## config.mk

```make
export PLATFORM = sky130hd
export DESIGN_NAME = iapfw_top
export DESIGN_NICKNAME = d
export VERILOG_FILES = /design/src/verilog/iapfw_pkg.sv /design/src/verilog/iapfw_wbuf_if.sv /design/src/verilog/iapfw_wbuf.sv /design/src/verilog/iapfw_top.sv
export VERILOG_INCLUDE_DIRS = /design/src /design/src/verilog
export SDC_FILE = /design/constraint.sdc
export NUM_CORES = 1
export LEC_CHECK = 0
export ABC_AREA = 1
export BUFFER_PORTS_ARGS = -buffer_cell sky130_fd_sc_hd__buf_2
export CAP_MARGIN = 20
export CORE_MARGIN = 2
export CORE_UTILIZATION = 35
export CTS_BUF_LIST = sky130_fd_sc_hd__clkbuf_8 sky130_fd_sc_hd__clkbuf_16
export DETAILED_ROUTE_END_ITERATION = 10
export PLACE_DENSITY = 0.49
export SYNTH_ARGS = -nofsm -noshare
export SYNTH_HDL_FRONTEND = slang
export SYNTH_HIERARCHICAL = 1
export SYNTH_SLANG_ARGS = --single-unit
```

## constraint.sdc

```tcl
create_clock -name i_clock -period 3.3 [get_ports i_clock]
set_clock_uncertainty 0.2 [all_clocks]
set_input_delay 0.66 -clock i_clock [delete_from_list [all_inputs] [get_ports i_clock]]
set_output_delay 0.66 -clock i_clock [all_outputs]
set_load 0.05 [all_outputs]
```

## src/verilog/iapfw_cfg.svh

```systemverilog
// Constants for the in-application flash programming sequencer
// ==========================================================================
// Operation
// - Erase and program act on 32-word pages; reads act on single words.
// - Erase/write enabled flag rises only after a successful unlock.
// - Write buffer accepts data only while erase/write enabled flag is set.
// - Write start set by firmware, held while busy, cleared by hardware.
// - Read needs read enable set; firmware then sets read start.
// - Hardware clears read start when the word read completes.
// - Address splits into page number (high reg, low[7:5]) and offset [4:0].
// - Buffer clear start set by firmware, cleared by hardware when done.
// - Write buffer belongs to the page chosen by the page select bits.
// - Data high write moves the word into the buffer; low write only holds.
// - Each buffer transfer below offset 11111b increments the word address and writes it back.
// - At offset 11111b the address stays on the page's last word.
// - Hardware clears the write buffer after every page program.
// - Mode field: 000 program, 001 erase, 011 read, 110 unlock.
// - Unlock trigger starts a timer and clears on expiry; patterns before.
// - CPU is stalled while a started read, program or erase runs.
`ifndef IAPFW_CFG_SVH
`define IAPFW_CFG_SVH

// ==========================================================================
// Register offsets
`define IAP_A_CTRL     8'h00
`define IAP_A_CTRL2    8'h02
`define IAP_A_ADDRL    8'h03
`define IAP_A_ADDRH    8'h04
`define IAP_A_DATAL    8'h05
`define IAP_A_DATAH    8'h06
`define IAP_A_PAT_LO   8'h07
`define IAP_A_PAT_HI   8'h0c

// ==========================================================================
// Control register fields
`define IAP_B_EWEN     7
`define IAP_B_MODE_HI  6
`define IAP_B_MODE_LO  4
`define IAP_B_UNLK     3
`define IAP_B_WST      2
`define IAP_B_REN      1
`define IAP_B_RST      0
`define IAP_B_TSEL     1
`define IAP_B_CLR      0

// ==========================================================================
// Mode codes and geometry
`define IAP_MODE_PROG  3'h0
`define IAP_MODE_ERASE 3'h1
`define IAP_MODE_READ  3'h3
`define IAP_MODE_UNLK  3'h6
`define IAP_LAST_WORD  5'h1f
`define IAP_CLR_VAL    16'hffff
`define IAP_PAT1       16'h0000
`define IAP_PAT2       16'h0000
`define IAP_PAT3       16'h0000

// ==========================================================================
// Timing, microseconds at a 10 MHz clock
`define IAP_CLK_MHZ    10
`define IAP_T_ER0_US   3200
`define IAP_T_ER1_US   3700
`define IAP_T_WR0_US   2200
`define IAP_T_WR1_US   3000
`define IAP_T_UNLK_US  1000
`define IAP_US_CYC(us) ((us) * `IAP_CLK_MHZ)

`endif

```

## src/verilog/iapfw_pkg.sv

```systemverilog
// Types shared by the flash programming sequencer
package iapfw_pkg;
	// Sequencer states
	typedef enum logic [2:0] {
		S_IDLE, S_READ, S_RDATA, S_LOAD, S_PROG, S_ERASE
	} iapfw_state_t;
	typedef logic [15:0] iapfw_word_t;
endpackage

```

## src/verilog/iapfw_wbuf_if.sv

```systemverilog
// Link between the sequencer and its page write buffer
`timescale 1ns/10ps
interface iapfw_wbuf_if;
	logic                ce;
	logic                wr;
	logic [4:0]          wr_idx;
	iapfw_pkg::iapfw_word_t wr_data;
	logic [4:0]          rd_idx;
	iapfw_pkg::iapfw_word_t rd_data;
	logic                clr_go;
	logic                clr_busy;
	modport owner (input ce, wr, wr_idx, wr_data, rd_idx, clr_go,
		output rd_data, clr_busy);
	modport user (output ce, wr, wr_idx, wr_data, rd_idx, clr_go,
		input rd_data, clr_busy);
endinterface

```

## src/verilog/iapfw_wbuf.sv

```systemverilog
// Thirty-two word page write buffer with walking clear
`timescale 1ns/10ps
`include "iapfw_cfg.svh"
module iapfw_wbuf (
	// Clock and reset
	input  wire logic     i_clock,
	input  wire logic     i_nrst,
	// Buffer access
	iapfw_wbuf_if.owner   bus
);
	iapfw_pkg::iapfw_word_t mem [32];
	logic [4:0]             cidx;

	// ======================================================================
	// Clear walker, one entry a cycle
	always_ff @(posedge i_clock or negedge i_nrst) begin
		if (!i_nrst) begin
			bus.clr_busy <= 1'b0;
			cidx         <= 5'h00;
		end else if (bus.ce) begin
			if (!bus.clr_busy && bus.clr_go) begin
				bus.clr_busy <= 1'b1;
				cidx         <= 5'h00;
			end else if (bus.clr_busy) begin
				cidx <= cidx + 5'h01;
				if (cidx == `IAP_LAST_WORD)
					bus.clr_busy <= 1'b0;
			end
		end
	end

	// ======================================================================
	// Storage, no reset: contents are unknown until the first clear
	always_ff @(posedge i_clock) begin
		if (bus.ce) begin
			if (bus.clr_busy)
				mem[cidx] <= `IAP_CLR_VAL; // Clear beats a fill
			else if (bus.wr)
				mem[bus.wr_idx] <= bus.wr_data;
		end
	end

	// Read port for the program stream
	assign bus.rd_data = mem[bus.rd_idx];

	a_clear_length: assert property (@(posedge i_clock) disable iff (!i_nrst)
		$rose(bus.clr_busy) |-> ##[32:300] !bus.clr_busy)
		else $error("buffer clear did not finish");
endmodule // iapfw_wbuf

```

## src/verilog/iapfw_top.sv

```systemverilog
// In-application flash programming sequencer with page write buffer
//
// The implementer's own choices: the placing of the registers and the address-and-strobe port.
`timescale 1ns/10ps
`include "iapfw_cfg.svh"
module iapfw_top #(
	parameter int unsigned ER0_CYC  = `IAP_US_CYC(`IAP_T_ER0_US),
	parameter int unsigned ER1_CYC  = `IAP_US_CYC(`IAP_T_ER1_US),
	parameter int unsigned WR0_CYC  = `IAP_US_CYC(`IAP_T_WR0_US),
	parameter int unsigned WR1_CYC  = `IAP_US_CYC(`IAP_T_WR1_US),
	parameter int unsigned UNLK_CYC = `IAP_US_CYC(`IAP_T_UNLK_US),
	parameter logic [15:0] PAT1     = `IAP_PAT1,
	parameter logic [15:0] PAT2     = `IAP_PAT2,
	parameter logic [15:0] PAT3     = `IAP_PAT3
) (
	// Clock, reset, enable
	input  wire logic        i_clock,
	input  wire logic        i_nrst,
	input  wire logic        i_clk_en,
	// Register port
	input  wire logic [7:0]  i_addr,
	input  wire logic [7:0]  i_wdata,
	input  wire logic        i_wr,
	input  wire logic        i_rd,
	output logic      [7:0]  o_rdata,
	// Flash array port
	output logic      [11:0] o_fl_addr,
	output logic      [15:0] o_fl_wdata,
	output logic             o_fl_wr,
	output logic             o_fl_erase,
	output logic             o_fl_rd,
	input  wire logic [15:0] i_fl_rdata,
	// CPU hold
	output logic             o_cpu_stall
);
	iapfw_pkg::iapfw_state_t state;
	logic        erase_write_enabled_flag;
	logic [2:0]  op_mode_select;
	logic        unlock_trigger;
	logic        write_start;
	logic        read_enable_bit;
	logic        read_start;
	logic        erase_time_sel;
	logic [7:0]  addr_low_reg;
	logic [3:0]  addr_high_reg;
	logic [7:0]  data_low_reg;
	logic [7:0]  data_high_reg;
	logic [7:0]  pat [6];
	logic [15:0] unlock_timer;
	logic [15:0] cnt;
	logic [4:0]  widx;
	logic [7:0]  rd_mux;
	logic        wr_ctrl;
	logic        wr_datah;
	logic        new_wst;
	logic [2:0]  new_mode;
	logic        start_prog;
	logic        start_erase;
	logic        start_read;
	logic        unlock_ok;
	logic        buf_xfer;
	logic        prog_done;
	logic        clr_sw;

	iapfw_wbuf_if wb ();

	iapfw_wbuf u_wbuf (
		.i_clock (i_clock),
		.i_nrst  (i_nrst),
		.bus     (wb)
	);

	// ======================================================================
	// Decode of bus writes and operation starts
	assign wr_ctrl   = i_wr && (i_addr == `IAP_A_CTRL);
	assign wr_datah  = i_wr && (i_addr == `IAP_A_DATAH);
	assign new_mode  = i_wdata[`IAP_B_MODE_HI:`IAP_B_MODE_LO];
	assign new_wst   = wr_ctrl && i_wdata[`IAP_B_WST] && !write_start;
	// Program and erase need the enable flag; otherwise the bit stays 0
	assign start_prog  = new_wst && (state == iapfw_pkg::S_IDLE)
		&& erase_write_enabled_flag
		&& (new_mode == `IAP_MODE_PROG);
	assign start_erase = new_wst && (state == iapfw_pkg::S_IDLE)
		&& erase_write_enabled_flag
		&& (new_mode == `IAP_MODE_ERASE);
	assign start_read  = wr_ctrl && i_wdata[`IAP_B_RST] && read_enable_bit
		&& !read_start && (state == iapfw_pkg::S_IDLE)
		&& (new_mode == `IAP_MODE_READ);
	// Last pattern byte completes the unlock inside the timer window
	assign unlock_ok = unlock_trigger && (op_mode_select == `IAP_MODE_UNLK)
		&& i_wr && (i_addr == `IAP_A_PAT_HI)
		&& ({pat[1], pat[0]} == PAT1) && ({pat[3], pat[2]} == PAT2)
		&& ({i_wdata, pat[4]} == PAT3);
	assign buf_xfer = wr_datah && erase_write_enabled_flag
		&& (state == iapfw_pkg::S_IDLE);
	assign prog_done = (state == iapfw_pkg::S_PROG) && (cnt == 16'h0001);
	assign clr_sw = i_wr && (i_addr == `IAP_A_CTRL2)
		&& i_wdata[`IAP_B_CLR];

	// ======================================================================
	// Buffer hookup: fill at the word offset, stream by the load index
	assign wb.ce      = i_clk_en;
	assign wb.wr      = buf_xfer && i_clk_en;
	assign wb.wr_idx  = addr_low_reg[4:0];
	assign wb.wr_data = {i_wdata, data_low_reg};
	assign wb.rd_idx  = widx;
	assign wb.clr_go  = clr_sw || prog_done;

	// ======================================================================
	// Erase/write enable flag: software may only clear; set wins a tie
	always_ff @(posedge i_clock or negedge i_nrst) begin
		if (!i_nrst)
			erase_write_enabled_flag <= 1'b0;
		else if (i_clk_en) begin
			if (unlock_ok)
				erase_write_enabled_flag <= 1'b1;
			else if (wr_ctrl && !i_wdata[`IAP_B_EWEN])
				erase_write_enabled_flag <= 1'b0;
		end
	end

	// ======================================================================
	// Mode, read enable and timing select
	always_ff @(posedge i_clock or negedge i_nrst) begin
		if (!i_nrst) begin
			op_mode_select  <= 3'h0;
			read_enable_bit <= 1'b0;
			erase_time_sel  <= 1'b0;
		end else if (i_clk_en) begin
			if (wr_ctrl) begin
				op_mode_select  <= new_mode;
				read_enable_bit <= i_wdata[`IAP_B_REN];
			end
			if (i_wr && (i_addr == `IAP_A_CTRL2))
				erase_time_sel <= i_wdata[`IAP_B_TSEL];
		end
	end

	// ======================================================================
	// Unlock trigger and its window timer
	always_ff @(posedge i_clock or negedge i_nrst) begin
		if (!i_nrst) begin
			unlock_trigger <= 1'b0;
			unlock_timer   <= 16'h0000;
		end else if (i_clk_en) begin
			if (wr_ctrl && i_wdata[`IAP_B_UNLK] && !unlock_trigger) begin
				unlock_trigger <= 1'b1;
				unlock_timer   <= 16'(UNLK_CYC);
			end else if (unlock_trigger) begin
				unlock_timer <= unlock_timer - 16'h0001;
				if (unlock_timer == 16'h0001)
					unlock_trigger <= 1'b0;
			end
		end
	end

	// ======================================================================
	// Unlock pattern bytes, kept readable
	genvar gi;
	generate
		for (gi = 0; gi < 6; gi++) begin : g_pat
			always_ff @(posedge i_clock or negedge i_nrst) begin
				if (!i_nrst)
					pat[gi] <= 8'h00;
				else if (i_clk_en && i_wr
					&& (i_addr == `IAP_A_PAT_LO + 8'(gi)))
					pat[gi] <= i_wdata;
			end
		end
	endgenerate

	// ======================================================================
	// Word address with auto increment that stops at the page end
	always_ff @(posedge i_clock or negedge i_nrst) begin
		if (!i_nrst) begin
			addr_low_reg  <= 8'h00;
			addr_high_reg <= 4'h0;
		end else if (i_clk_en) begin
			if (i_wr && (i_addr == `IAP_A_ADDRL))
				addr_low_reg <= i_wdata;
			else if (i_wr && (i_addr == `IAP_A_ADDRH))
				addr_high_reg <= i_wdata[3:0];
			else if (buf_xfer
				&& (addr_low_reg[4:0] != `IAP_LAST_WORD))
				{addr_high_reg, addr_low_reg} <=
					{addr_high_reg, addr_low_reg} + 12'h001;
		end
	end

	// ======================================================================
	// Data holding registers; a read result lands here too
	always_ff @(posedge i_clock or negedge i_nrst) begin
		if (!i_nrst) begin
			data_low_reg  <= 8'h00;
			data_high_reg <= 8'h00;
		end else if (i_clk_en) begin
			if (state == iapfw_pkg::S_RDATA)
				{data_high_reg, data_low_reg} <= i_fl_rdata;
			else if (i_wr && (i_addr == `IAP_A_DATAL))
				data_low_reg <= i_wdata;
			else if (wr_datah)
				data_high_reg <= i_wdata;
		end
	end

	// ======================================================================
	// Start bits: set by the start, dropped by hardware at the end
	always_ff @(posedge i_clock or negedge i_nrst) begin
		if (!i_nrst) begin
			write_start <= 1'b0;
			read_start  <= 1'b0;
		end else if (i_clk_en) begin
			if (start_prog || start_erase)
				write_start <= 1'b1;
			else if (prog_done || ((state == iapfw_pkg::S_ERASE)
				&& (cnt == 16'h0001)))
				write_start <= 1'b0;
			if (start_read)
				read_start <= 1'b1;
			else if (state == iapfw_pkg::S_RDATA)
				read_start <= 1'b0;
		end
	end

	// ======================================================================
	// Operation sequencer
	always_ff @(posedge i_clock or negedge i_nrst) begin
		if (!i_nrst) begin
			state <= iapfw_pkg::S_IDLE;
			cnt   <= 16'h0000;
			widx  <= 5'h00;
		end else if (i_clk_en) begin
			unique case (state)
				iapfw_pkg::S_IDLE: begin
					widx <= 5'h00;
					if (start_read)
						state <= iapfw_pkg::S_READ;
					else if (start_prog)
						state <= iapfw_pkg::S_LOAD;
					else if (start_erase) begin
						state <= iapfw_pkg::S_ERASE;
						cnt   <= erase_time_sel ? 16'(ER1_CYC)
							: 16'(ER0_CYC);
					end
				end
				iapfw_pkg::S_READ:
					state <= iapfw_pkg::S_RDATA;
				iapfw_pkg::S_RDATA:
					state <= iapfw_pkg::S_IDLE;
				iapfw_pkg::S_LOAD: begin
					widx <= widx + 5'h01;
					if (widx == `IAP_LAST_WORD) begin
						state <= iapfw_pkg::S_PROG;
						cnt   <= erase_time_sel ? 16'(WR1_CYC)
							: 16'(WR0_CYC);
					end
				end
				iapfw_pkg::S_PROG, iapfw_pkg::S_ERASE: begin
					cnt <= cnt - 16'h0001;
					if (cnt == 16'h0001)
						state <= iapfw_pkg::S_IDLE;
				end
			endcase
		end
	end

	// ======================================================================
	// Flash strobes, from flops so the array sees clean levels
	always_ff @(posedge i_clock or negedge i_nrst) begin
		if (!i_nrst) begin
			o_fl_addr  <= 12'h000;
			o_fl_wdata <= 16'h0000;
			o_fl_wr    <= 1'b0;
			o_fl_erase <= 1'b0;
			o_fl_rd    <= 1'b0;
		end else if (i_clk_en) begin
			o_fl_rd    <= start_read;
			o_fl_erase <= start_erase;
			o_fl_wr    <= (state == iapfw_pkg::S_LOAD);
			if (start_read || start_erase)
				o_fl_addr <= {addr_high_reg, addr_low_reg};
			else if (state == iapfw_pkg::S_LOAD) begin
				o_fl_addr  <= {addr_high_reg, addr_low_reg[7:5], widx};
				o_fl_wdata <= wb.rd_data;
			end
		end
	end

	// Hold the CPU while any operation is under way
	assign o_cpu_stall = (state != iapfw_pkg::S_IDLE);

	// ======================================================================
	// Register readback; unused offsets read zero
	always_comb begin
		rd_mux = 8'h00;
		unique case (i_addr)
			`IAP_A_CTRL:  rd_mux = {erase_write_enabled_flag, op_mode_select,
				unlock_trigger, write_start, read_enable_bit, read_start};
			`IAP_A_CTRL2: rd_mux = {6'h00, erase_time_sel, wb.clr_busy};
			`IAP_A_ADDRL: rd_mux = addr_low_reg;
			`IAP_A_ADDRH: rd_mux = {4'h0, addr_high_reg};
			`IAP_A_DATAL: rd_mux = data_low_reg;
			`IAP_A_DATAH: rd_mux = data_high_reg;
			default: begin
				if ((i_addr >= `IAP_A_PAT_LO) && (i_addr <= `IAP_A_PAT_HI))
					rd_mux = pat[3'(i_addr - `IAP_A_PAT_LO)];
			end
		endcase
	end

	// Read data stand in the cycle after the strobe only
	always_ff @(posedge i_clock or negedge i_nrst) begin
		if (!i_nrst)
			o_rdata <= 8'h00;
		else if (i_clk_en)
			o_rdata <= i_rd ? rd_mux : 8'h00;
	end

	// ======================================================================
	// Checks
	a_unlock_cause: assert property (@(posedge i_clock) disable iff (!i_nrst)
		$rose(erase_write_enabled_flag) |-> $past(unlock_ok))
		else $error("enable flag rose without unlock");
	a_fill_gate: assert property (@(posedge i_clock) disable iff (!i_nrst)
		wb.wr |-> erase_write_enabled_flag)
		else $error("buffer filled while locked");
	a_low_holds: assert property (@(posedge i_clock) disable iff (!i_nrst)
		(i_wr && (i_addr == `IAP_A_DATAL)) |-> !wb.wr)
		else $error("low byte write reached buffer");
	a_addr_step: assert property (@(posedge i_clock) disable iff (!i_nrst)
		(wb.wr && (addr_low_reg[4:0] != `IAP_LAST_WORD)) |=>
		({addr_high_reg, addr_low_reg}
		== $past({addr_high_reg, addr_low_reg}) + 12'h001))
		else $error("address did not step");
	a_addr_stop: assert property (@(posedge i_clock) disable iff (!i_nrst)
		(wb.wr && (addr_low_reg[4:0] == `IAP_LAST_WORD)) |=>
		$stable(addr_low_reg) && $stable(addr_high_reg))
		else $error("address left the page");
	a_write_end: assert property (@(posedge i_clock) disable iff (!i_nrst)
		$fell(write_start) |-> $past(state == iapfw_pkg::S_PROG
		|| state == iapfw_pkg::S_ERASE))
		else $error("write start dropped early");
	a_read_end: assert property (@(posedge i_clock) disable iff (!i_nrst)
		(i_clk_en && state == iapfw_pkg::S_RDATA) |=> !read_start)
		else $error("read start not cleared");
	a_auto_clear: assert property (@(posedge i_clock) disable iff (!i_nrst)
		(i_clk_en && prog_done) |=> wb.clr_busy)
		else $error("buffer not cleared after program");
	a_stall_busy: assert property (@(posedge i_clock) disable iff (!i_nrst)
		(o_fl_wr || o_fl_erase || o_fl_rd) |-> o_cpu_stall)
		else $error("cpu not stalled");
	a_erase_mode: assert property (@(posedge i_clock) disable iff (!i_nrst)
		o_fl_erase |-> (op_mode_select == `IAP_MODE_ERASE)
		&& $past(erase_write_enabled_flag))
		else $error("erase outside erase mode");
endmodule // iapfw_top

```

* Word level (Yosys, flattened, before mapping)
Memory sizes are Yosys's and may differ from the RTL's. A register that Yosys moved wholly into a read port is not among the register bits.
Cells that the tools add are included.
** Storage, ports and cells
- Bits in latches :: 0
- Bits in read-only memories :: 0
- Memories :: 1
- Memory bits (writable) :: 512
- Register bits after elaboration :: 154
- Output and inout port bits :: 40
** Memory list
- u_wbuf.mem :: depth 32, width 16, read ports 1, clocked after Yosys merged registers in 1, wr ports 1, line iapfw_wbuf.sv:11 : iapfw_pkg::iapfw_word_t mem [32];
** Operators by class
- Multipliers :: 0
- Reductions and logical operators :: 89
- Shift-type cells :: 0
- Divide/modulo/power cells :: 0
- Magnitude comparators :: 3
- Bitwise gates (word level) :: 3
- Muxes and demuxes :: 58
- Eq/ne operators :: 32
- Add/subtract/negate cells :: 6
** Operator list (number)
- 16-bit 2-to-1 mux :: 8
- 8-bit 2-to-1 mux :: 12
- 16-bit logical NOT :: 3
- 16-bit case mux with 3 select lines :: 1
- 8-bit case mux with 6 select lines :: 1
- 1-bit logical AND :: 42
- 8-bit by 4-bit == test with 1-bit output, second input constant :: 5
- 16-bit by 1-bit == test with 1-bit output, second input constant :: 2
- 8-bit by 3-bit == test with 1-bit output, second input constant :: 4
- 16-bit by 1-bit subtractor with 16-bit output, second input constant :: 2
- 8-bit binary-select mux with 3-bit select :: 1
- 12-bit 2-to-1 mux :: 2
- 2-bit nonzero test :: 11
- 1-bit 2-to-1 mux :: 20
- 2-bit AND reduction :: 10
- 8-bit by 2-bit == test with 1-bit output, second input constant :: 2
- 16-bit OR reduction :: 1
- 3-bit 2-to-1 mux :: 5
- 5-bit 2-to-1 mux :: 3
- 3-bit case mux with 5 select lines :: 1
- 14-bit 2-to-1 mux :: 1
- 2-bit != test, second input constant :: 7
- 12-bit by 1-bit adder with 12-bit output, second input constant :: 1
- 3-bit AND reduction :: 4
- other kinds (23) :: 42

* Logic depth before layout (Yosys ltp)
Gate-level depths: netlist (run 1).
- Depth in word-level cells :: 11
- Gate-level depth with buffers :: 14

* By module
The synthesis (run 1) kept the hierarchy.
** Modules (own cells, without submodules)
- iapfw_wbuf :: sequential area each 15524.9 sq um, cells an instance 1852, instances 1, area an instance 21513.1 sq um
- iapfw_top :: sequential area each 4103.9 sq um, cells an instance 1233, instances 1, area an instance 8953.6 sq um

* Least setup slack after synthesis (run 1)
No wires, ideal clock.
- Path type :: input port to flip-flop
- From :: in i_addr[0]
- To :: mem u_wbuf/mem[28][0] in the netlist's numbering, enable pin
- Path slack :: -0.704 ns
- Stages :: 13
- Arrival time :: 3.415 ns
- Cells stage by stage :: clkbuf_1 inv_1 buf_1 ha_1 nand3_1 nor4_1 nand3b_4 buf_6 nand2_1 o21ai_2 nor2_1 nand2_1 nor2_1
** Between the ends
- Cells in the longest elaborated chain, start to end :: 11
- Elaborated cells between the ends (all ways) :: 12
- Those cells by class :: 1 x eq/ne; 6 x mux; 5 x reduce/logical
** RTL lines
- from (decl) :: line iapfw_top.sv:21 : input wire logic [7:0] i_addr,
- 8-bit by 3-bit == test with 1-bit output *
- 1-bit logical AND * :: line iapfw_top.sv:76 : assign wr_datah = i_wr && (i_addr == `IAP_A_DATAH);
- 1-bit logical AND * :: line iapfw_top.sv:94 : assign buf_xfer = wr_datah && erase_write_enabled_flag
- 1-bit logical AND * :: line iapfw_top.sv:95 : && (state == iapfw_pkg::S_IDLE);
- 1-bit logical AND * :: line iapfw_top.sv:103 : assign wb.wr = buf_xfer && i_clk_en;
- named net wb.wr :: line iapfw_wbuf_if.sv:5 : logic wr;
- 1-bit 2-to-1 mux * :: line iapfw_wbuf.sv:38 : else if (bus.wr)
- 1-bit 2-to-1 mux * :: line iapfw_wbuf.sv:36 : if (bus.clr_busy)
- 1-bit 2-to-1 mux * :: line iapfw_wbuf.sv:35 : if (bus.ce) begin
- 1-bit 2-to-1 mux (implied by the code) * :: line iapfw_wbuf.sv:39 : mem[bus.wr_idx] <= bus.wr_data;
- 16-bit OR reduction (no source line)
- 5-bit 2-to-1 mux (no source line) / 1-bit 2-to-1 mux (equally long branches)
- to (decl) :: line iapfw_wbuf.sv:11
The timed path passes the listed nets; every way through them passes the cells marked *.

* Final worst setup path (run 1)
- From :: reg state[2]
- To :: mem u_wbuf/mem[13][8] in the netlist's numbering, enable pin
** Between the ends
- Cells in the longest elaborated chain, start to end :: 9
- Elaborated cells between the ends (all ways) :: 10
- Those cells by class :: 6 x mux; 4 x reduce/logical
** RTL lines
- from (decl) :: line iapfw_top.sv:36 : iapfw_pkg::iapfw_state_t state;
- from (signal assigned) :: line iapfw_top.sv:229 : state <= iapfw_pkg::S_IDLE;
- from (signal assigned) :: line iapfw_top.sv:237 : state <= iapfw_pkg::S_READ;
- from (signal assigned) :: line iapfw_top.sv:239 : state <= iapfw_pkg::S_LOAD;
- 3-bit logical NOT * :: line iapfw_top.sv:95
- 1-bit logical AND * :: line iapfw_top.sv:95
- 1-bit logical AND * :: line iapfw_top.sv:103
- named net wb.wr :: line iapfw_wbuf_if.sv:5
- 1-bit 2-to-1 mux * :: line iapfw_wbuf.sv:38
- 1-bit 2-to-1 mux * :: line iapfw_wbuf.sv:36
- 1-bit 2-to-1 mux * :: line iapfw_wbuf.sv:35
- 1-bit 2-to-1 mux (implied by the code) * :: line iapfw_wbuf.sv:39
- 16-bit OR reduction (no source line)
- 5-bit 2-to-1 mux (no source line) / 1-bit 2-to-1 mux (equally long branches)
Marked as above.

==> insert_results.sql, run 1 <==
INSERT INTO impl_metrics (metric_group, metric, value, unit) VALUES
('hold_path', 'min_delay_worst_endpoint', 'data_high_reg[5]$_DFFE_PN0P_', ''),
('global_route', 'overflow', '0', ''),
('run', 'max_cap_violations', '0', ''),
('timing', 'hold_viol', '0', ''),
('synth', 'yosysMostFrequentCell', 'nand2_1', ''),
('route', 'dr.max_layer_used', 'met4', ''),
('finish', 'syn2layout_area_growth', '17.9', '%'),
('clocking', 'cts.htree.levels', '3', ''),
('route', 'metal1_wirelength', '39500', 'um'),
('pwr', 'pwr_density_cell', '675', 'nW/um^2'),
('timing', 'final.setup.tns', '0', 'ps'),
('synth', 'synth.yosys.seq_area_share', '0.644', ''),
('synth', 'synth_enable_flop_cells', '512', ''),
('global_route', 'wire_length_of_the_first_global_routing_pass', '134000', 'um'),
('run_status', 'run_status', 'completed', ''),
('clocking', 'worstSkewPairLatency', '610', 'ps'),
('floorplanning', 'dieArea', '89400', 'sq um'),
('route', 'via_per_inst', '5.01', ''),
('clocking', 'cts_tree', 'yes', ''),
('timing', 'max-slew-margin-rel', '0.485', ''),
('floorplanning', 'floorplan.io_pins', '77', ''),
('clocking', 'resized_cells_post_cts', '0', ''),
('hold_path', 'min-delay-start', 'i_fl_rdata[13]', ''),
('synth', 'mean_post_synth_cell_area', '9.88', 'sq um'),
('pwr', 'ir_worst_vdd', '0.000553', 'V'),
('route', 'wire_per_inst', '19.8', 'um'),
('setup_path', 'timing.setup.critical_path_class', 'reg -> reg', ''),
('timing', 'layout_min_cycle_time', '3120', 'ps'),
('global_route', 'groute.usage.overall', '0.196', ''),
('setup_path', 'r2r_end', 'u_wbuf/mem[13][8]$_DFFE_PP_', ''),
('finish', 'regMostFlops', 'u_wbuf/mem', ''),
('finish', 'flip_flop_count_of_the_largest_register_all_copies_and_words_added', '512', ''),
('floorplanning', 'die_height', '299', 'um'),
('setup_path', 'timing.critical_path.required', '3420', 'ps'),
('synth', 'synth.largest_area_cell', 'edfxtp_1', ''),
('finish', 'post_route_cells_drive_above_1_share', '0.129', ''),
('global_route', 'grt_max_degree', '117', ''),
('timing', 'finalMaxSlewViolations', '0', ''),
('route', 'drt_pre_antenna_iters', '6', ''),
('clocking', 'clock_buffer_count_from_cts', '78', ''),
('clocking', 'clk_root_buffer_cell', 'clkbuf_16', ''),
('route', 'drc', '0', ''),
('clocking', 'clock-sinks', '682', ''),
('place', 'numPortBuffers', '76', ''),
('setup_path', 'timing.critical_path.arrival', '3240', 'ps'),
('setup_path', 'worst_r2r_startpoint', 'state[2]$_DFFE_PN0P_', ''),
('synth', 'postSynthNetCount', '3136', ''),
('setup_path', 'cpMaxStageDelayCell', 'dfrtp_1', ''),
('clocking', 'clk_pin_slew_worst_paths', '60', 'ps'),
('timing', 'grt_setup_unrepaired', 'false', ''),
('synth', 'netlist_instances', '3085', ''),
('setup_path', 'reg2reg_slack', '180', 'ps'),
('place', 'pre_cts_ws', '-314', 'ps'),
('synth', 'yosys_warnings', '6', ''),
('synth', 'synth_top_area_frac', '0.505', ''),
('route', 'met3WireLength', '5230', 'um'),
('hold_path', 'min-delay-path-class', 'in -> reg', ''),
('timing', 'postLayoutSetupSlackWorst', '183', 'ps'),
('route', 'detail-route-antenna-nets', '0', ''),
('floorplanning', 'core_region_area', '86500', 'sq um'),
('synth', 'ys_dominant_reg_cell', 'edfxtp_1', ''),
('synth', 'synth-async-reset-ratio', '0.249', ''),
('setup_path', 'endpoint_kind', 'flip-flop', ''),
('setup_path', 'timing.critical_path.cells', 'inv_2 -> nand3_1 -> nor4_4 -> nand3b_4 -> nand2_1 -> o21ai_2 -> inv_1 -> nand3_4 -> buf_4 -> nor2_4 -> buf_12', ''),
('timing', 'layout_worst_path_cycle_share', '0.945', ''),
('floorplanning', 'initial_cell_density_of_the_core', '0.352', ''),
('setup_path', 'worst_path_max_fanout', '16', ''),
('hold_path', 'worstHoldPathCells', '3', ''),
('global_route', 'grt_antenna_before_repair', '0', ''),
('place', 'detailedPlacementHpwl', '56200', 'um'),
('synth', 'cell_types_occupying_the_most_area_after_synthesis', 'edfxtp_1, nand2_1, dfrtp_1', '');
-- kinds of logic (layout without fill, tap and decap cells) --
group / count (synthesis) / after routing / synth area share
XOR/XNOR: 13 / 13 / 0.00374
buffers and inverters: 274 / 464 / 0.0478
other: 0 / 1 / 0
AND/OR/NAND/NOR: 1899 / 1899 / 0.263
AO/OA/AOI/OAI: 203 / 203 / 0.0357
adder cells (fa/ha/maj): 14 / 14 / 0.00575
flip-flops: 682 / 682 / 0.644
-- routing by layer --
layer	GRT usage	vias up
met3	0.0315	121
met5	0	-
met2	0.316	677
met1	0.271	10700
met4	0.0623	0
li1	-	10700
-- report_power, final --
part           switching (uW)  internal (uW)  total, uW
logic                    3820           1460       5280
registers                 467           9770      10200
clock network            3580           5130       8710
total                    7860          16400      24200
-- placed cells by master, fill, tap and decap left out, types with 14 or more instances in the layout --
| cell | instances |
|---|---|
| buf_2 | 75 |
| clkinv_1 | 21 |
| or2_2 | 17 |
| dfrtp_1 | 167 |
| nand2_1 | 1172 |
| a21oi_1 | 26 |
| o21ai_0 | 120 |
| clkbuf_16 | 79 |
| buf_12 | 54 |
| nor2_4 | 38 |
| buf_4 | 58 |
| a31oi_1 | 17 |
| inv_1 | 120 |
| edfxtp_1 | 512 |
| nand3_1 | 483 |
| nor2_1 | 117 |
| nand4_1 | 14 |
| o21ai_1 | 17 |
-- stage by stage --
stage,instances,cell area (sq um),power [uW],hold WS (ps),utilization
3_5_place_dp,4274,33100,15700,255,0.383
4_1_cts,4420,35700,24500,70.2,0.413
5_1_grt,4430,35900,25500,91.2,0.415
3_3_place_gp,4274,33100,15600,254,0.383
2_1_floorplan,3085,30900,14400,164,-
6_report,4431,35900,24200,110,0.415
-- worst max-delay path by stage --
stage,startpoint,to,slack (ps),cells past startpoint
6_report,state[2]$_DFFE_PN0P_,u_wbuf/mem[13][8]$_DFFE_PP_,180,11
5_1_grt,state[2]$_DFFE_PN0P_,u_wbuf/mem[2][13]$_DFFE_PP_,10,9
4_1_cts,state[2]$_DFFE_PN0P_,u_wbuf/mem[19][12]$_DFFE_PP_,90,9
3_5_place_dp,i_addr[6],u_wbuf/mem[19][14]$_DFFE_PP_,-310,10
3_3_place_gp,i_addr[5],u_wbuf/mem[18][6]$_DFFE_PP_,-300,10
2_1_floorplan,i_addr[0],u_wbuf/mem[28][0]$_DFFE_PP_,20,12
-- critical path: cells and delay by family, from the launching register on --
kind / cells / cell delay, ps
AO/OA/AOI/OAI: 1 / 110
buffers and inverters: 4 / 710
flip-flops: 1 / 440
AND/OR/NAND/NOR: 6 / 1340
-- repair_timing --
item	CTS	global route
endpoints found under the setup margin	0	143
buffers inserted	0	10
hold endpoints to repair	42	0
hold buffers	1	0
-- area by class of cell --
cell class / instances / area [sq um]
antenna: 1 / 2.50
clock buffer: 81 / 2000
clock inverter: 64 / 577
fill: 8396 / 50600
inverter: 130 / 504
multi-input combinational: 2129 / 9820
sequential: 682 / 19600
tap: 1155 / 1450
timing repair buffer: 189 / 1910
Note: power is estimated with default switching activity, not from simulation.
==> run 2, diff against run 1 <==
- BUFFER_PORTS_ARGS: -buffer_cell sky130_fd_sc_hd__buf_2 -> -buffer_cell sky130_fd_sc_hd__buf_4
- CTS_BUF_LIST: sky130_fd_sc_hd__clkbuf_8 sky130_fd_sc_hd__clkbuf_16 -> sky130_fd_sc_hd__clkbuf_4 sky130_fd_sc_hd__clkbuf_8 sky130_fd_sc_hd__clkbuf_16
- GPL_ROUTABILITY_DRIVEN: not set -> 1
==> run 2 against run 1 <==
  * Largest cell class unchanged
  * Hold slack is essentially flat
  * Clock power shrank 3.6%
  * Worst setup slack lost 85 ps
  * Count of clock-buffer cells in the layout grew 18
  * Non-clock buffer count grew 12
  * Combinational power grew 5.1%
  * First-iteration DRC count grew 7.2%
  * Power shrank 0.25%
  * Sequential cell count is the same
  * Critical endpoint is now u_wbuf/mem[8][14]$_DFFE_PP_
==> insert_results.sql, run 2 (same netlist as run 1, synthesis figures left out) <==
INSERT INTO impl_metrics (metric_group, metric, value, unit) VALUES
('run_status', 'run_status', 'completed', ''),
('global_route', 'grt_pass1_vias', '21700', ''),
('setup_path', 'worst_r2r_startpoint', 'state[1]$_DFFE_PN0P_', ''),
('finish', 'flip_flop_count_of_the_largest_register_all_copies_and_words_added', '512', ''),
('clocking', 'clk_root_buffer_cell', 'clkbuf_16', ''),
('clocking', 'cts_tree', 'yes', ''),
('run', 'max_cap_violations', '0', ''),
('timing', 'max-slew-margin-rel', '0.409', ''),
('route', 'vias', '22300', ''),
('floorplanning', 'initial_cell_density_of_the_core', '0.352', ''),
('setup_path', 'r2r_cells', '9', ''),
('setup_path', 'startpoint_type', 'flip-flop', ''),
('setup_path', 'worst_path_max_fanout', '16', ''),
('timing', 'finalMaxSlewViolations', '0', ''),
('finish', 'antennaDiodeCount', '0', ''),
('timing', 'finalSetupViolations', '0', ''),
('place', 'detailedPlacementHpwl', '56600', 'um'),
('timing', 'hold_viol', '0', ''),
('clocking', 'cts.htree.levels', '3', ''),
('clocking', 'clk_pin_slew_worst_paths', '60', 'ps'),
('global_route', 'overflow', '0', ''),
('finish', 'syn2layout_area_growth', '18.8', '%'),
('place', 'gp_routability_congestion', '0.901', ''),
('clocking', 'ctsLongestPathBuffers', '3', ''),
('setup_path', 'endpoint_kind', 'flip-flop', ''),
('finish', 'layout.cells.most_common_list', 'nand2_1, edfxtp_1, nand3_1', ''),
('clocking', 'clock-sinks', '682', ''),
('route', 'drt_pre_antenna_iters', '5', ''),
('setup_path', 'timing.setup.critical_path_class', 'reg -> reg', ''),
('setup_path', 'reg2reg_slack', '100', 'ps'),
('global_route', 'met3_usage', '0.0243', ''),
('hold_path', 'min_delay_worst_endpoint', 'data_low_reg[7]$_DFFE_PN0P_', ''),
('hold_path', 'min-delay-path-class', 'in -> reg', ''),
('global_route', 'groute.usage.overall', '0.197', ''),
('floorplanning', 'die-width', '299', 'um'),
('timing', 'layout_min_cycle_time', '3200', 'ps'),
('finish', 'post_route_cells_drive_above_1_share', '0.134', ''),
('global_route', 'grt_antenna_before_repair', '2', ''),
('finish', 'post-route-cell-area', '36200', 'sq um'),
('floorplanning', 'placementRows', '108', ''),
('finish', 'mostFrequentLayoutCell', 'nand2_1', ''),
('finish', 'nets_final', '3272', ''),
('global_route', 'globalRouteMet2Util', '0.323', ''),
('pwr', 'power.leakage', '0.0149', 'uW'),
('place', 'pre_cts_ws', '-289', 'ps'),
('hold_path', 'worstHoldPathCells', '3', ''),
('timing', 'postLayoutSetupSlackWorst', '98.1', 'ps'),
('route', 'detail-route-antenna-nets', '0', ''),
('setup_path', 'r2r_end', 'u_wbuf/mem[8][14]$_DFFE_PP_', ''),
('pwr', 'fin_total_pwr', '24200', 'uW'),
('clocking', 'worstSkewPairLatency', '630', 'ps'),
('pwr', 'pwr_density_cell', '668', 'nW/um^2'),
('place', 'placed_area', '33400', 'sq um'),
('global_route', 'met1_usage', '0.277', ''),
('clocking', 'clock_buffer_count_from_cts', '77', ''),
('route', 'drt_wl_total', '88400', 'um'),
('route', 'dr.first_iter.drc_count', '1761', ''),
('floorplanning', 'dieArea', '89400', 'sq um'),
('floorplanning', 'core_region_area', '86500', 'sq um'),
('route', 'via_per_inst', '5.02', ''),
('clocking', 'resized_cells_post_cts', '0', ''),
('timing', 'grt_setup_unrepaired', 'false', ''),
('timing', 'fmax', '312', 'MHz'),
('route', 'wire_per_inst', '19.9', 'um'),
('floorplanning', 'floorplan.io_pins', '77', ''),
('global_route', 'wire_length_of_the_first_global_routing_pass', '135000', 'um'),
('global_route', 'grt_max_degree', '130', ''),
('pwr', 'ir_worst_vdd', '0.000577', 'V'),
('setup_path', 'timing.critical_path.arrival', '3250', 'ps'),
('route', 'drc', '0', ''),
('finish', 'largestRegisters', 'u_wbuf/mem x512, pat x48', ''),
('timing', 'worst_pin_slew', '886', 'ps'),
('setup_path', 'timing.critical_path.required', '3350', 'ps'),
('floorplanning', 'die_height', '299', 'um'),
('place', 'numPortBuffers', '76', ''),
('finish', 'regMostFlops', 'u_wbuf/mem', ''),
('hold_path', 'min-delay-start', 'i_fl_rdata[7]', ''),
('timing', 'layout_worst_path_cycle_share', '0.970', ''),
('global_route', 'busiest_layer_in_global_routing', 'met2', '');
run 2: worst max-delay path by stage:
| stage | slack (ps) | depth (start not counted) | end | startpoint |
|---|---|---|---|---|
| 2_1_floorplan | 20 | 12 | u_wbuf/mem[28][0]$_DFFE_PP_ | i_addr[0] |
| 3_3_place_gp | -250 | 11 | u_wbuf/mem[17][6]$_DFFE_PP_ | i_addr[5] |
| 3_5_place_dp | -290 | 11 | u_wbuf/mem[17][14]$_DFFE_PP_ | i_addr[6] |
| 4_1_cts | 8 | 9 | u_wbuf/mem[17][8]$_DFFE_PP_ | state[1]$_DFFE_PN0P_ |
| 5_1_grt | 0.09 | 9 | u_wbuf/mem[8][14]$_DFFE_PP_ | state[1]$_DFFE_PN0P_ |
| 6_report | 100 | 9 | u_wbuf/mem[8][14]$_DFFE_PP_ | state[1]$_DFFE_PN0P_ |
run 2: routing by layer:
layer	share of wire	vias to the layer above	wire (um)
met5	0	-	0
met3	0.051	130	4490
li1	-	10700	-
met4	0.023	0	2000
met2	0.47	614	41700
met1	0.46	10800	40200
run 2: final cells by class:
cell class                      instances  area, sq um
Inverter                              130          504
Clock buffer                           99         2090
Clock inverter                         42          400
Timing Repair Buffer                  201         2280
Tap cell                             1155         1450
Multi-Input combinational cell       2129         9820
Fill cell                            8352        50300
Sequential cell                       682        19600
run 2: worst max-delay path, stage by stage (launching register included):
cell,delay (ps)
dfrtp_1,380
nor2_1,210
nand3_1,240
nor4_4,400
nand3b_4,270
o21ai_4,310
inv_2,110
nor2_4,150
nand2_4,110
nor2_4,450
run 2: per-stage QoR:
| stage | std cells | hold WS (ps) | setup TNS [ps] | utilization |
|---|---|---|---|---|
| after floorplan | 3085 | 164 | 0 | - |
| after global placement | 4281 | 255 | -67710 | 0.386 |
| after detailed placement | 4281 | 263 | -77950 | 0.386 |
| after CTS | 4423 | 79.4 | 0 | 0.415 |
| after global routing | 4438 | 110 | 0 | 0.418 |
| final | 4438 | 111 | 0 | 0.418 |
run 2: where the power goes:
part / switching, uW / internal [uW] / total [uW]
Combinational: 3900 / 1650 / 5550
Sequential: 446 / 9770 / 10200
Clock: 3490 / 4910 / 8400
run 2: what timing repair did:
action                     in CTS  in global routing
hold buffers                    1                  0
setup buffers                   0                 15
hold endpoints to repair       37                  0
setup endpoints to repair       0                238
